### config.mk
export PLATFORM = sky130hd
export DESIGN_NAME = uie_irq_enable_top
export DESIGN_NICKNAME = d
export VERILOG_FILES = /design/src/shared/uie_pkg.sv /design/src/hdl/uie_rst_sync.sv /design/src/hdl/uie_enable_bank.sv /design/src/hdl/uie_irq_enable_top.sv
export SDC_FILE = /design/constraint.sdc
export NUM_CORES = 1
export LEC_CHECK = 0
export BUFFER_PORTS_ARGS = -buffer_cell sky130_fd_sc_hd__buf_2
export CORE_MARGIN = 1.5
export CORE_UTILIZATION = 41
export DETAILED_ROUTE_END_ITERATION = 8
export PLACE_DENSITY_LB_ADDON = 0.1
export SETUP_SLACK_MARGIN = 0.05
export SYNTH_ARGS = -nofsm -noshare
export SYNTH_HDL_FRONTEND = slang
export SYNTH_HIERARCHICAL = 1
export SYNTH_SLANG_ARGS = --single-unit
### constraint.sdc
create_clock -name CLK_SYS_I -period 1.1 [get_ports CLK_SYS_I]
set_input_delay 0.165 -clock CLK_SYS_I [delete_from_list [all_inputs] [get_ports CLK_SYS_I]]
set_output_delay 0.165 -clock CLK_SYS_I [all_outputs]
set_load 0.005 [all_outputs]
### src/shared/uie_pkg.sv
// Summary of operation
// - Writing one to set register enables event
// - Writing one to clear register disables event
// - Set register reads back shared enable state
// - Clear register reads back same enable state
// - Eleven events, each enable bit independent
// - Clear register decoded at its own offset
// - Combined enable word shares one state
package uie_pkg;

    localparam int ADDR_W = 12;
    localparam int DATA_W = 32;
    localparam int NUM_EV = 11;
    localparam int STRB_W = DATA_W / 8;

    // Register byte offsets
    localparam logic [ADDR_W-1:0] OFS_IRQ_ENABLE_WORD = 12'h300;
    localparam logic [ADDR_W-1:0] OFS_IRQ_ENABLE_SET = 12'h304;
    localparam logic [ADDR_W-1:0] OFS_IRQ_ENABLE_CLEAR = 12'h308;
    localparam logic [ADDR_W-1:0] OFS_EVENT_PENDING = 12'h30c;

    // Bit positions of the event fields
    localparam int BIT_CLEAR_TO_SEND_ASSERTED_EVENT = 0;
    localparam int BIT_CLEAR_TO_SEND_RELEASED_EVENT = 1;
    localparam int BIT_RECEIVE_BYTE_READY_EVENT = 2;
    localparam int BIT_RECEIVE_BUFFER_END_EVENT = 3;
    localparam int BIT_TRANSMIT_BYTE_READY_EVENT = 4;
    localparam int BIT_TRANSMIT_BUFFER_END_EVENT = 5;
    localparam int BIT_LINE_ERROR_EVENT = 6;
    localparam int BIT_RECEIVE_TIMEOUT_EVENT = 7;
    localparam int BIT_RECEIVE_BEGUN_EVENT = 8;
    localparam int BIT_TRANSMIT_BEGUN_EVENT = 9;
    localparam int BIT_TRANSMIT_HALTED_EVENT = 10;

    localparam logic [NUM_EV-1:0] IRQ_ENABLE_RST = 11'h000;
    localparam logic [NUM_EV-1:0] EVENT_PENDING_RST = 11'h000;
    localparam logic [DATA_W-1:0] RDATA_RST = 32'h0000_0000;

    typedef logic [NUM_EV-1:0] uie_ev_t;

    typedef enum {
        SEL_NONE,
        SEL_WORD,
        SEL_SET,
        SEL_CLEAR,
        SEL_PENDING
    } uie_sel_t;

    // Register update request handed to the enable bank
    typedef struct packed {
        logic word_we;
        uie_ev_t word_val;
        uie_ev_t word_mask;
        uie_ev_t set_mask;
        uie_ev_t clr_mask;
        uie_ev_t pend_clr;
    } uie_cmd_t;

    typedef struct packed {
        uie_ev_t enable;
        uie_ev_t pending;
        logic irq;
    } uie_bank_state_t;

    typedef struct packed {
        logic [DATA_W-1:0] prdata;
        logic slverr;
    } uie_slv_state_t;

    typedef struct packed {
        logic stage1;
        logic stage2;
    } uie_rst_state_t;

endpackage

### src/hdl/uie_rst_sync.sv
`timescale 1ns/1ps
module uie_rst_sync
    import uie_pkg::*;
(
    input wire logic clk_i,
    input wire logic rst_b_i,
    output logic rst_n_o
);

    uie_rst_state_t s_q;
    uie_rst_state_t s_d;

    // First stage feeds only the second stage
    always_comb
    begin
        s_d.stage1 = 1'b1;
        s_d.stage2 = s_q.stage1;
    end

    always_ff @(posedge clk_i or negedge rst_b_i)
    begin
        if (!rst_b_i)
        begin
            s_q <= '0;
        end
        else
        begin
            s_q <= s_d;
        end
    end

    assign rst_n_o = s_q.stage2;

endmodule

### src/hdl/uie_enable_bank.sv
`timescale 1ns/1ps
module uie_enable_bank
    import uie_pkg::*;
(
    input wire logic clk_i,
    input wire logic rst_n_i,
    input wire uie_cmd_t cmd_i,
    input wire uie_ev_t event_i,
    output uie_ev_t enable_o,
    output uie_ev_t pending_o,
    output logic irq_o
);

    uie_bank_state_t s_q;
    uie_bank_state_t s_d;

    always_comb
    begin
        s_d = s_q;
        if (cmd_i.word_we)
        begin
            s_d.enable = (s_q.enable & ~cmd_i.word_mask)
                | (cmd_i.word_val & cmd_i.word_mask);
        end
        s_d.enable = s_d.enable | cmd_i.set_mask;
        s_d.enable = s_d.enable & ~cmd_i.clr_mask;
        // A new event beats a clear in the same cycle
        s_d.pending = (s_q.pending & ~cmd_i.pend_clr) | event_i;
        s_d.irq = |(s_q.pending & s_q.enable);
    end

    always_ff @(posedge clk_i or negedge rst_n_i)
    begin
        if (!rst_n_i)
        begin
            s_q.enable <= IRQ_ENABLE_RST;
            s_q.pending <= EVENT_PENDING_RST;
            s_q.irq <= 1'b0;
        end
        else
        begin
            s_q <= s_d;
        end
    end

    assign enable_o = s_q.enable;
    assign pending_o = s_q.pending;
    assign irq_o = s_q.irq;

endmodule

### src/hdl/uie_irq_enable_top.sv
// Register access over APB is this design's own decision.
`timescale 1ns/1ps
module uie_irq_enable_top
    import uie_pkg::*;
(
    input wire logic CLK_SYS_I,
    input wire logic RST_B_I,
    input wire logic PSEL_I,
    input wire logic PENABLE_I,
    input wire logic PWRITE_I,
    input wire logic [ADDR_W-1:0] PADDR_I,
    input wire logic [DATA_W-1:0] PWDATA_I,
    input wire logic [STRB_W-1:0] PSTRB_I,
    output logic PREADY_O,
    output logic [DATA_W-1:0] PRDATA_O,
    output logic PSLVERR_O,
    input wire logic [NUM_EV-1:0] EVENT_I,
    output logic [NUM_EV-1:0] IRQ_ENABLE_O,
    output logic IRQ_O
);

    function automatic uie_sel_t decode(input logic [ADDR_W-1:0] addr);
        uie_sel_t sel;
        case (addr)
            OFS_IRQ_ENABLE_WORD: sel = SEL_WORD;
            OFS_IRQ_ENABLE_SET: sel = SEL_SET;
            OFS_IRQ_ENABLE_CLEAR: sel = SEL_CLEAR;
            OFS_EVENT_PENDING: sel = SEL_PENDING;
            default: sel = SEL_NONE;
        endcase
        return sel;
    endfunction

    function automatic uie_ev_t lane_mask(input logic [STRB_W-1:0] strb);
        logic [DATA_W-1:0] m;
        m = '0;
        for (int i = 0; i < STRB_W; i++)
        begin
            m[i*8 +: 8] = {8{strb[i]}};
        end
        return m[NUM_EV-1:0];
    endfunction

    logic rst_n;
    uie_sel_t sel;
    logic setup_ph;
    logic access_wr;
    uie_ev_t wmask;
    uie_ev_t enable;
    uie_ev_t pending;
    uie_cmd_t cmd;
    uie_slv_state_t s_q;
    uie_slv_state_t s_d;

    uie_rst_sync u_rst_sync (
        .clk_i(CLK_SYS_I),
        .rst_b_i(RST_B_I),
        .rst_n_o(rst_n)
    );

    assign sel = decode(PADDR_I);
    assign setup_ph = PSEL_I & ~PENABLE_I;
    assign access_wr = PSEL_I & PENABLE_I & PWRITE_I;
    // Only strobed lanes carry write data
    assign wmask = PWDATA_I[NUM_EV-1:0] & lane_mask(PSTRB_I);

    always_comb
    begin
        cmd = '0;
        if (access_wr)
        begin
            case (sel)
                SEL_WORD:
                begin
                    cmd.word_we = 1'b1;
                    cmd.word_val = PWDATA_I[NUM_EV-1:0];
                    cmd.word_mask = lane_mask(PSTRB_I);
                end
                SEL_SET: cmd.set_mask = wmask;
                SEL_CLEAR: cmd.clr_mask = wmask;
                SEL_PENDING: cmd.pend_clr = wmask;
                default: cmd = '0;
            endcase
        end
    end

    uie_enable_bank u_bank (
        .clk_i(CLK_SYS_I),
        .rst_n_i(rst_n),
        .cmd_i(cmd),
        .event_i(EVENT_I),
        .enable_o(enable),
        .pending_o(pending),
        .irq_o(IRQ_O)
    );

    // Read data and error are captured in the setup cycle
    always_comb
    begin
        s_d = s_q;
        if (setup_ph)
        begin
            s_d.slverr = (sel == SEL_NONE);
            case (sel)
                SEL_WORD: s_d.prdata = DATA_W'(enable);
                SEL_SET: s_d.prdata = DATA_W'(enable);
                SEL_CLEAR: s_d.prdata = DATA_W'(enable);
                SEL_PENDING: s_d.prdata = DATA_W'(pending);
                default: s_d.prdata = RDATA_RST;
            endcase
            if (PWRITE_I)
            begin
                s_d.prdata = RDATA_RST;
            end
        end
    end

    always_ff @(posedge CLK_SYS_I or negedge rst_n)
    begin
        if (!rst_n)
        begin
            s_q.prdata <= RDATA_RST;
            s_q.slverr <= 1'b0;
        end
        else
        begin
            s_q <= s_d;
        end
    end

    assign PREADY_O = 1'b1;
    assign PRDATA_O = s_q.prdata;
    assign PSLVERR_O = s_q.slverr;
    assign IRQ_ENABLE_O = enable;

    logic wr_set;
    logic wr_clr;
    logic wr_word;
    logic rd_set;
    logic rd_clr;
    uie_ev_t word_bm;

    assign wr_set = access_wr && sel == SEL_SET;
    assign wr_clr = access_wr && sel == SEL_CLEAR;
    assign wr_word = access_wr && sel == SEL_WORD;
    assign rd_set = PSEL_I && PENABLE_I && !PWRITE_I && sel == SEL_SET;
    assign rd_clr = PSEL_I && PENABLE_I && !PWRITE_I && sel == SEL_CLEAR;
    assign word_bm = lane_mask(PSTRB_I);

    chk_set_applies: assert property (
        @(posedge CLK_SYS_I) disable iff (!rst_n)
        wr_set |=> (enable & $past(wmask)) == $past(wmask))
    else $error("set write did not enable bits");

    chk_set_keeps: assert property (
        @(posedge CLK_SYS_I) disable iff (!rst_n)
        wr_set |=> (enable & ~$past(wmask))
            == ($past(enable) & ~$past(wmask)))
    else $error("set write changed unwritten bits");

    chk_clr_applies: assert property (
        @(posedge CLK_SYS_I) disable iff (!rst_n)
        wr_clr |=> (enable & $past(wmask)) == '0)
    else $error("clear write did not disable bits");

    chk_clr_keeps: assert property (
        @(posedge CLK_SYS_I) disable iff (!rst_n)
        wr_clr |=> (enable | $past(wmask))
            == ($past(enable) | $past(wmask)))
    else $error("clear write changed unwritten bits");

    chk_clr_decode: assert property (
        @(posedge CLK_SYS_I) disable iff (!rst_n)
        wr_clr |=> (enable & ~$past(enable)) == '0)
    else $error("clear offset enabled a bit");

    chk_set_readback: assert property (
        @(posedge CLK_SYS_I) disable iff (!rst_n)
        rd_set |-> PRDATA_O == DATA_W'(enable) && !PSLVERR_O)
    else $error("set register read mismatch");

    chk_clr_readback: assert property (
        @(posedge CLK_SYS_I) disable iff (!rst_n)
        rd_clr |-> PRDATA_O == DATA_W'(enable) && !PSLVERR_O)
    else $error("clear register read mismatch");

    chk_word_shared: assert property (
        @(posedge CLK_SYS_I) disable iff (!rst_n)
        wr_word |=> enable == (($past(enable) & ~$past(word_bm))
            | ($past(PWDATA_I[NUM_EV-1:0]) & $past(word_bm))))
    else $error("enable word write mismatch");

    chk_reset_zero: assert property (
        @(posedge CLK_SYS_I) $rose(rst_n) |-> enable == IRQ_ENABLE_RST)
    else $error("enables not zero after reset");

    chk_irq_gated: assert property (
        @(posedge CLK_SYS_I) disable iff (!rst_n)
        ##1 IRQ_O == $past(|(pending & enable)))
    else $error("interrupt not gated by enables");

    chk_pend_sticky: assert property (
        @(posedge CLK_SYS_I) disable iff (!rst_n)
        |EVENT_I |=> (pending & $past(EVENT_I)) == $past(EVENT_I))
    else $error("event lost from pending");

    chk_ready_high: assert property (
        @(posedge CLK_SYS_I) disable iff (!rst_n)
        PREADY_O == 1'b1)
    else $error("ready not high");

    chk_unmapped_err: assert property (
        @(posedge CLK_SYS_I) disable iff (!rst_n)
        PSEL_I && PENABLE_I && sel == SEL_NONE |-> PSLVERR_O)
    else $error("unmapped access without error");

    chk_mapped_ok: assert property (
        @(posedge CLK_SYS_I) disable iff (!rst_n)
        PSEL_I && PENABLE_I && sel != SEL_NONE |-> !PSLVERR_O)
    else $error("mapped access flagged as error");

    chk_unmapped_ignored: assert property (
        @(posedge CLK_SYS_I) disable iff (!rst_n)
        access_wr && sel == SEL_NONE |=> enable == $past(enable))
    else $error("unmapped write changed enables");

    chk_rdata_upper: assert property (
        @(posedge CLK_SYS_I) disable iff (!rst_n)
        PRDATA_O[DATA_W-1:NUM_EV] == '0)
    else $error("unused read bits not zero");

    chk_idle_hold: assert property (
        @(posedge CLK_SYS_I) disable iff (!rst_n)
        !access_wr |=> enable == $past(enable))
    else $error("enables changed without a write");

    chk_set_no_clear: assert property (
        @(posedge CLK_SYS_I) disable iff (!rst_n)
        wr_set |=> ($past(enable) & ~enable) == '0)
    else $error("set write cleared a bit");

    chk_irq_none: assert property (
        @(posedge CLK_SYS_I) disable iff (!rst_n)
        !(|(pending & enable)) |=> !IRQ_O)
    else $error("interrupt without enabled event");

    chk_write_rdata: assert property (
        @(posedge CLK_SYS_I) disable iff (!rst_n)
        access_wr |-> PRDATA_O == RDATA_RST)
    else $error("read data not zero during write");

    chk_word_readback: assert property (
        @(posedge CLK_SYS_I) disable iff (!rst_n)
        PSEL_I && PENABLE_I && !PWRITE_I && sel == SEL_WORD
            |-> PRDATA_O == DATA_W'(enable))
    else $error("enable word read mismatch");

    chk_pend_clear: assert property (
        @(posedge CLK_SYS_I) disable iff (!rst_n)
        access_wr && sel == SEL_PENDING
            |=> (pending & $past(wmask) & ~$past(EVENT_I)) == '0)
    else $error("pending clear not applied");

    chk_pend_hold: assert property (
        @(posedge CLK_SYS_I) disable iff (!rst_n)
        !(access_wr && sel == SEL_PENDING)
            |=> (pending & $past(pending)) == $past(pending))
    else $error("pending bit lost without clear");

    chk_clr_no_set: assert property (
        @(posedge CLK_SYS_I) disable iff (!rst_n)
        wr_clr |=> (enable & ~$past(enable)) == '0)
    else $error("clear write set a bit");

    chk_rst_outputs: assert property (
        @(posedge CLK_SYS_I) !rst_n |-> !IRQ_O && PRDATA_O == RDATA_RST)
    else $error("outputs not idle in reset");

    cov_word_write: cover property (
        @(posedge CLK_SYS_I) disable iff (!rst_n) wr_word);

    cov_set_write: cover property (
        @(posedge CLK_SYS_I) disable iff (!rst_n) wr_set && |wmask);

    cov_clr_write: cover property (
        @(posedge CLK_SYS_I) disable iff (!rst_n) wr_clr && |wmask);

    cov_irq_rise: cover property (
        @(posedge CLK_SYS_I) disable iff (!rst_n) $rose(IRQ_O));

    cov_unmapped: cover property (
        @(posedge CLK_SYS_I) disable iff (!rst_n)
        PSEL_I && PENABLE_I && PSLVERR_O);

endmodule

==> out/metrics.cfg <==
[critical_path]
reg2reg_slack_ns = -0.09
crit_type = input port to flip-flop
reg2regPathDepth = 4
crit_fanout = 14
crit_required_ns = 1.27
end_kind = flip-flop
reg2reg_from = u_bank/pending_o[6]
cp-start-kind = input port
cp-endpoint = u_bank/enable_o[2]
worstReg2RegEnd = u_bank/irq_o
arrival_ns = 1.88
startpoint = PADDR_I[1]

[synth]
synth_area_um2 = 2160
yosysTopAreaCell = dfrtp_1
yosys_warnings = 6
synth_cell_types = 32
syn_inst = 241
synth_top_area_share_pct = 42.9
synth_ff_type = dfrtp_1
async_reset_ff_share_pct = 100
avgSynthCellArea_um2 = 8.96
synth_area_leaders = dfrtp_1 43%, buf_4 8.0%, nor2_1 7.7%, nand2_1 5.9%, and2_2 4.5%
synth-seq-cells = 37
yosysSeqAreaShare_pct = 42.9
synth_edf_count = 0
synthMostInstantiatedCell = nor2_1
netlist_top_cells_count = 44 x nor2_1, 37 x dfrtp_1, 34 x nand2_1, 23 x buf_4, 13 x and2_2

[min_path]
hold_path.class = input port to flip-flop

[job]
cap_viol_max_count = 0

[clock_tree]
ctsLongestPathBuffers = 2
h-tree-depth = 2
cts-buffers-inserted = 5
cts.clk_slew.worst_paths_ns = 0.07
clkLatencyLatePin_ns = 0.29
ctsRootBufferMaster = clkbuf_8
clock_sinks = 37
cts_tree = yes

[global_routing]
grt_max_degree = 36
antenna_found_initial = 0
grt-ovfl-total = 0
grt_pass1_wl_um = 8850
grt.total_usage_pct = 21.2
grt_pass1_vias = 1774

[status]
status = complete, but fails checks
violations = negative setup slack

[final_layout]
num_antenna_cells = 0
nNetsFinal = 414
drive_gt1_share_pct = 46.3
area_growth_pct = 47.9

[route]
num_vias = 2017
routed_wl_um = 5760
wire_per_inst_um = 13.7
ant_nets = 0
routed_via_density = 4.80
firstDrtPassIters = 4
drc = 0
drtIter0Drc = 132

[pwr]
power_uw = 2590
p_int_uw = 1980
power.share.sequential_pct = 53.0
switching_share_pct = 23.3
p_comb_share_pct = 9.6
leakage_uw = 0.00152
peakVddDrop_uv = 510
p_switching_uw = 604
p_clk_share_pct = 37.3
power_density_nw_per_um2 = 811

[sta]
period_share_pct = 155
final-hold-violation-count = 0
grt_setup_unrepaired = yes
worst_slack_ns = -0.602
fin_setup_tns_ns = -14.41
fmax_ghz = 0.587
slew_violations = 0
min_period_ns = 1.70
hold_ws_ns = 0.0508
finalSetupViolCount = 35
finalClockSkew_ns = 0.00336

[place]
globalplace.congestion = 0.764
dp_hpwl_um = 3870
port_buffers = 64

[floorplanning]
core_area_um2 = 5070
fp.dieW_um = 75.6
num_rows = 26
io_pins = 110
initial_core_util_pct = 42.5
die_y_um = 75.6
dieArea_um2 = 5710

==> cell type report <==
cell class / count / area, µm²
fillers: 460 / 1880
well taps: 70 / 87.6
flip-flops and latches: 37 / 927
inverters: 11 / 41.3
multi-input cells: 181 / 1190
repair buffers: 114 / 857
clock buffers: 7 / 86.3
==> power groups by stage <==
| stage | Combinational (µW) | Clock, µW | Sequential (µW) |
|---|---|---|---|
| 3_3_place_gp | 232 | 0 | 1400 |
| 5_1_grt | 277 | 1040 | 1370 |
| 2_1_floorplan | 111 | 0 | 1420 |
| 6_report | 249 | 966 | 1370 |
| 4_1_cts | 248 | 993 | 1370 |
| 3_5_place_dp | 232 | 0 | 1400 |
==> worst min-delay path by stage <==
| stage | start | end | cells after the start |
|---|---|---|---|
| global placement | RST_B_I | u_rst_sync/s_d[0] | 1 |
| finish | EVENT_I[0] | u_bank/pending_o[0] | 2 |
| CTS | EVENT_I[7] | u_bank/pending_o[7] | 2 |
| floorplan | RST_B_I | u_rst_sync/rst_n_o | 0 |
| detailed placement | RST_B_I | u_rst_sync/s_d[0] | 1 |
| global route | EVENT_I[6] | u_bank/pending_o[6] | 2 |
==> through the flow <==
| stage | cells | setup WS [ns] | area [µm²] | utilization (%) |
|---|---|---|---|---|
| 2_1_floorplan | 261 | -0.793 | 2250 | - |
| 3_3_place_gp | 402 | -0.874 | 2760 | 54.3 |
| 3_5_place_dp | 402 | -0.925 | 2760 | 54.3 |
| 4_1_cts | 418 | -0.597 | 3120 | 61.5 |
| 5_1_grt | 420 | -0.715 | 3190 | 62.9 |
| 6_report | 420 | -0.602 | 3190 | 62.9 |
==> state kept, by name (all words and copies together), names as in the netlist <==
signal              cells
PRDATA_O               11
u_bank/enable_o        11
u_bank/pending_o       11
PSLVERR_O               1
u_bank/irq_o            1
u_rst_sync/rst_n_o      1
u_rst_sync/s_d          1
==> placed cells by master, fill, tap and decap left out, types with 2 or more instances in the layout <==
cell type / n
a21boi_0: 2
conb_1: 23
clkbuf_8: 6
a22oi_1: 4
buf_6: 27
buf_4: 29
a21boi_1: 9
and4_1: 2
inv_1: 10
nor2_1: 34
a311oi_1: 11
nand2_1: 34
nor2_4: 5
nand3b_1: 2
buf_2: 54
dfrtp_1: 36
nor4_4: 3
a21o_1: 11
a22o_1: 2
a22oi_2: 7
buf_12: 2
and2_2: 12
nor2_2: 5
==> timing repair <==
item / 4_1_cts / 5_1_grt
gates resized for setup: 53 / 15
setup buffers: 6 / 4
endpoints found under the hold margin: 2 / 0
setup endpoints to repair: 43 / 44
hold buffers: 1 / 0
pin swaps: 17 / 5
gates cloned: 2 / 0
==> worst max-delay path, stage by stage <==
cell      delay (ns)
buf_6           0.09
or4_4           0.54
nor4_4          0.16
nor3b_4         0.26
and2_4          0.27
a21boi_1        0.09
a311oi_1        0.23
nor2_1          0.07
==> cells by family after synthesis <==
kind of cell	after synthesis	share of synthesized area [%]
AOI/OAI and AO/OA	51	18.7
buffers and inverters	43	12.0
DFF	37	42.9
other	3	0.522
and+or+nand+nor	107	25.9
==> per-layer routing <==
metal  up-vias  wire length [µm]  track usage, %
met5         -                 0               0
met4         0                92            6.55
met3         6               273            3.84
met2        71              2760            34.1
met1       945              2630            29.0
li1        995                 -               -
No activity file was read; power rests on OpenSTA's default activity.
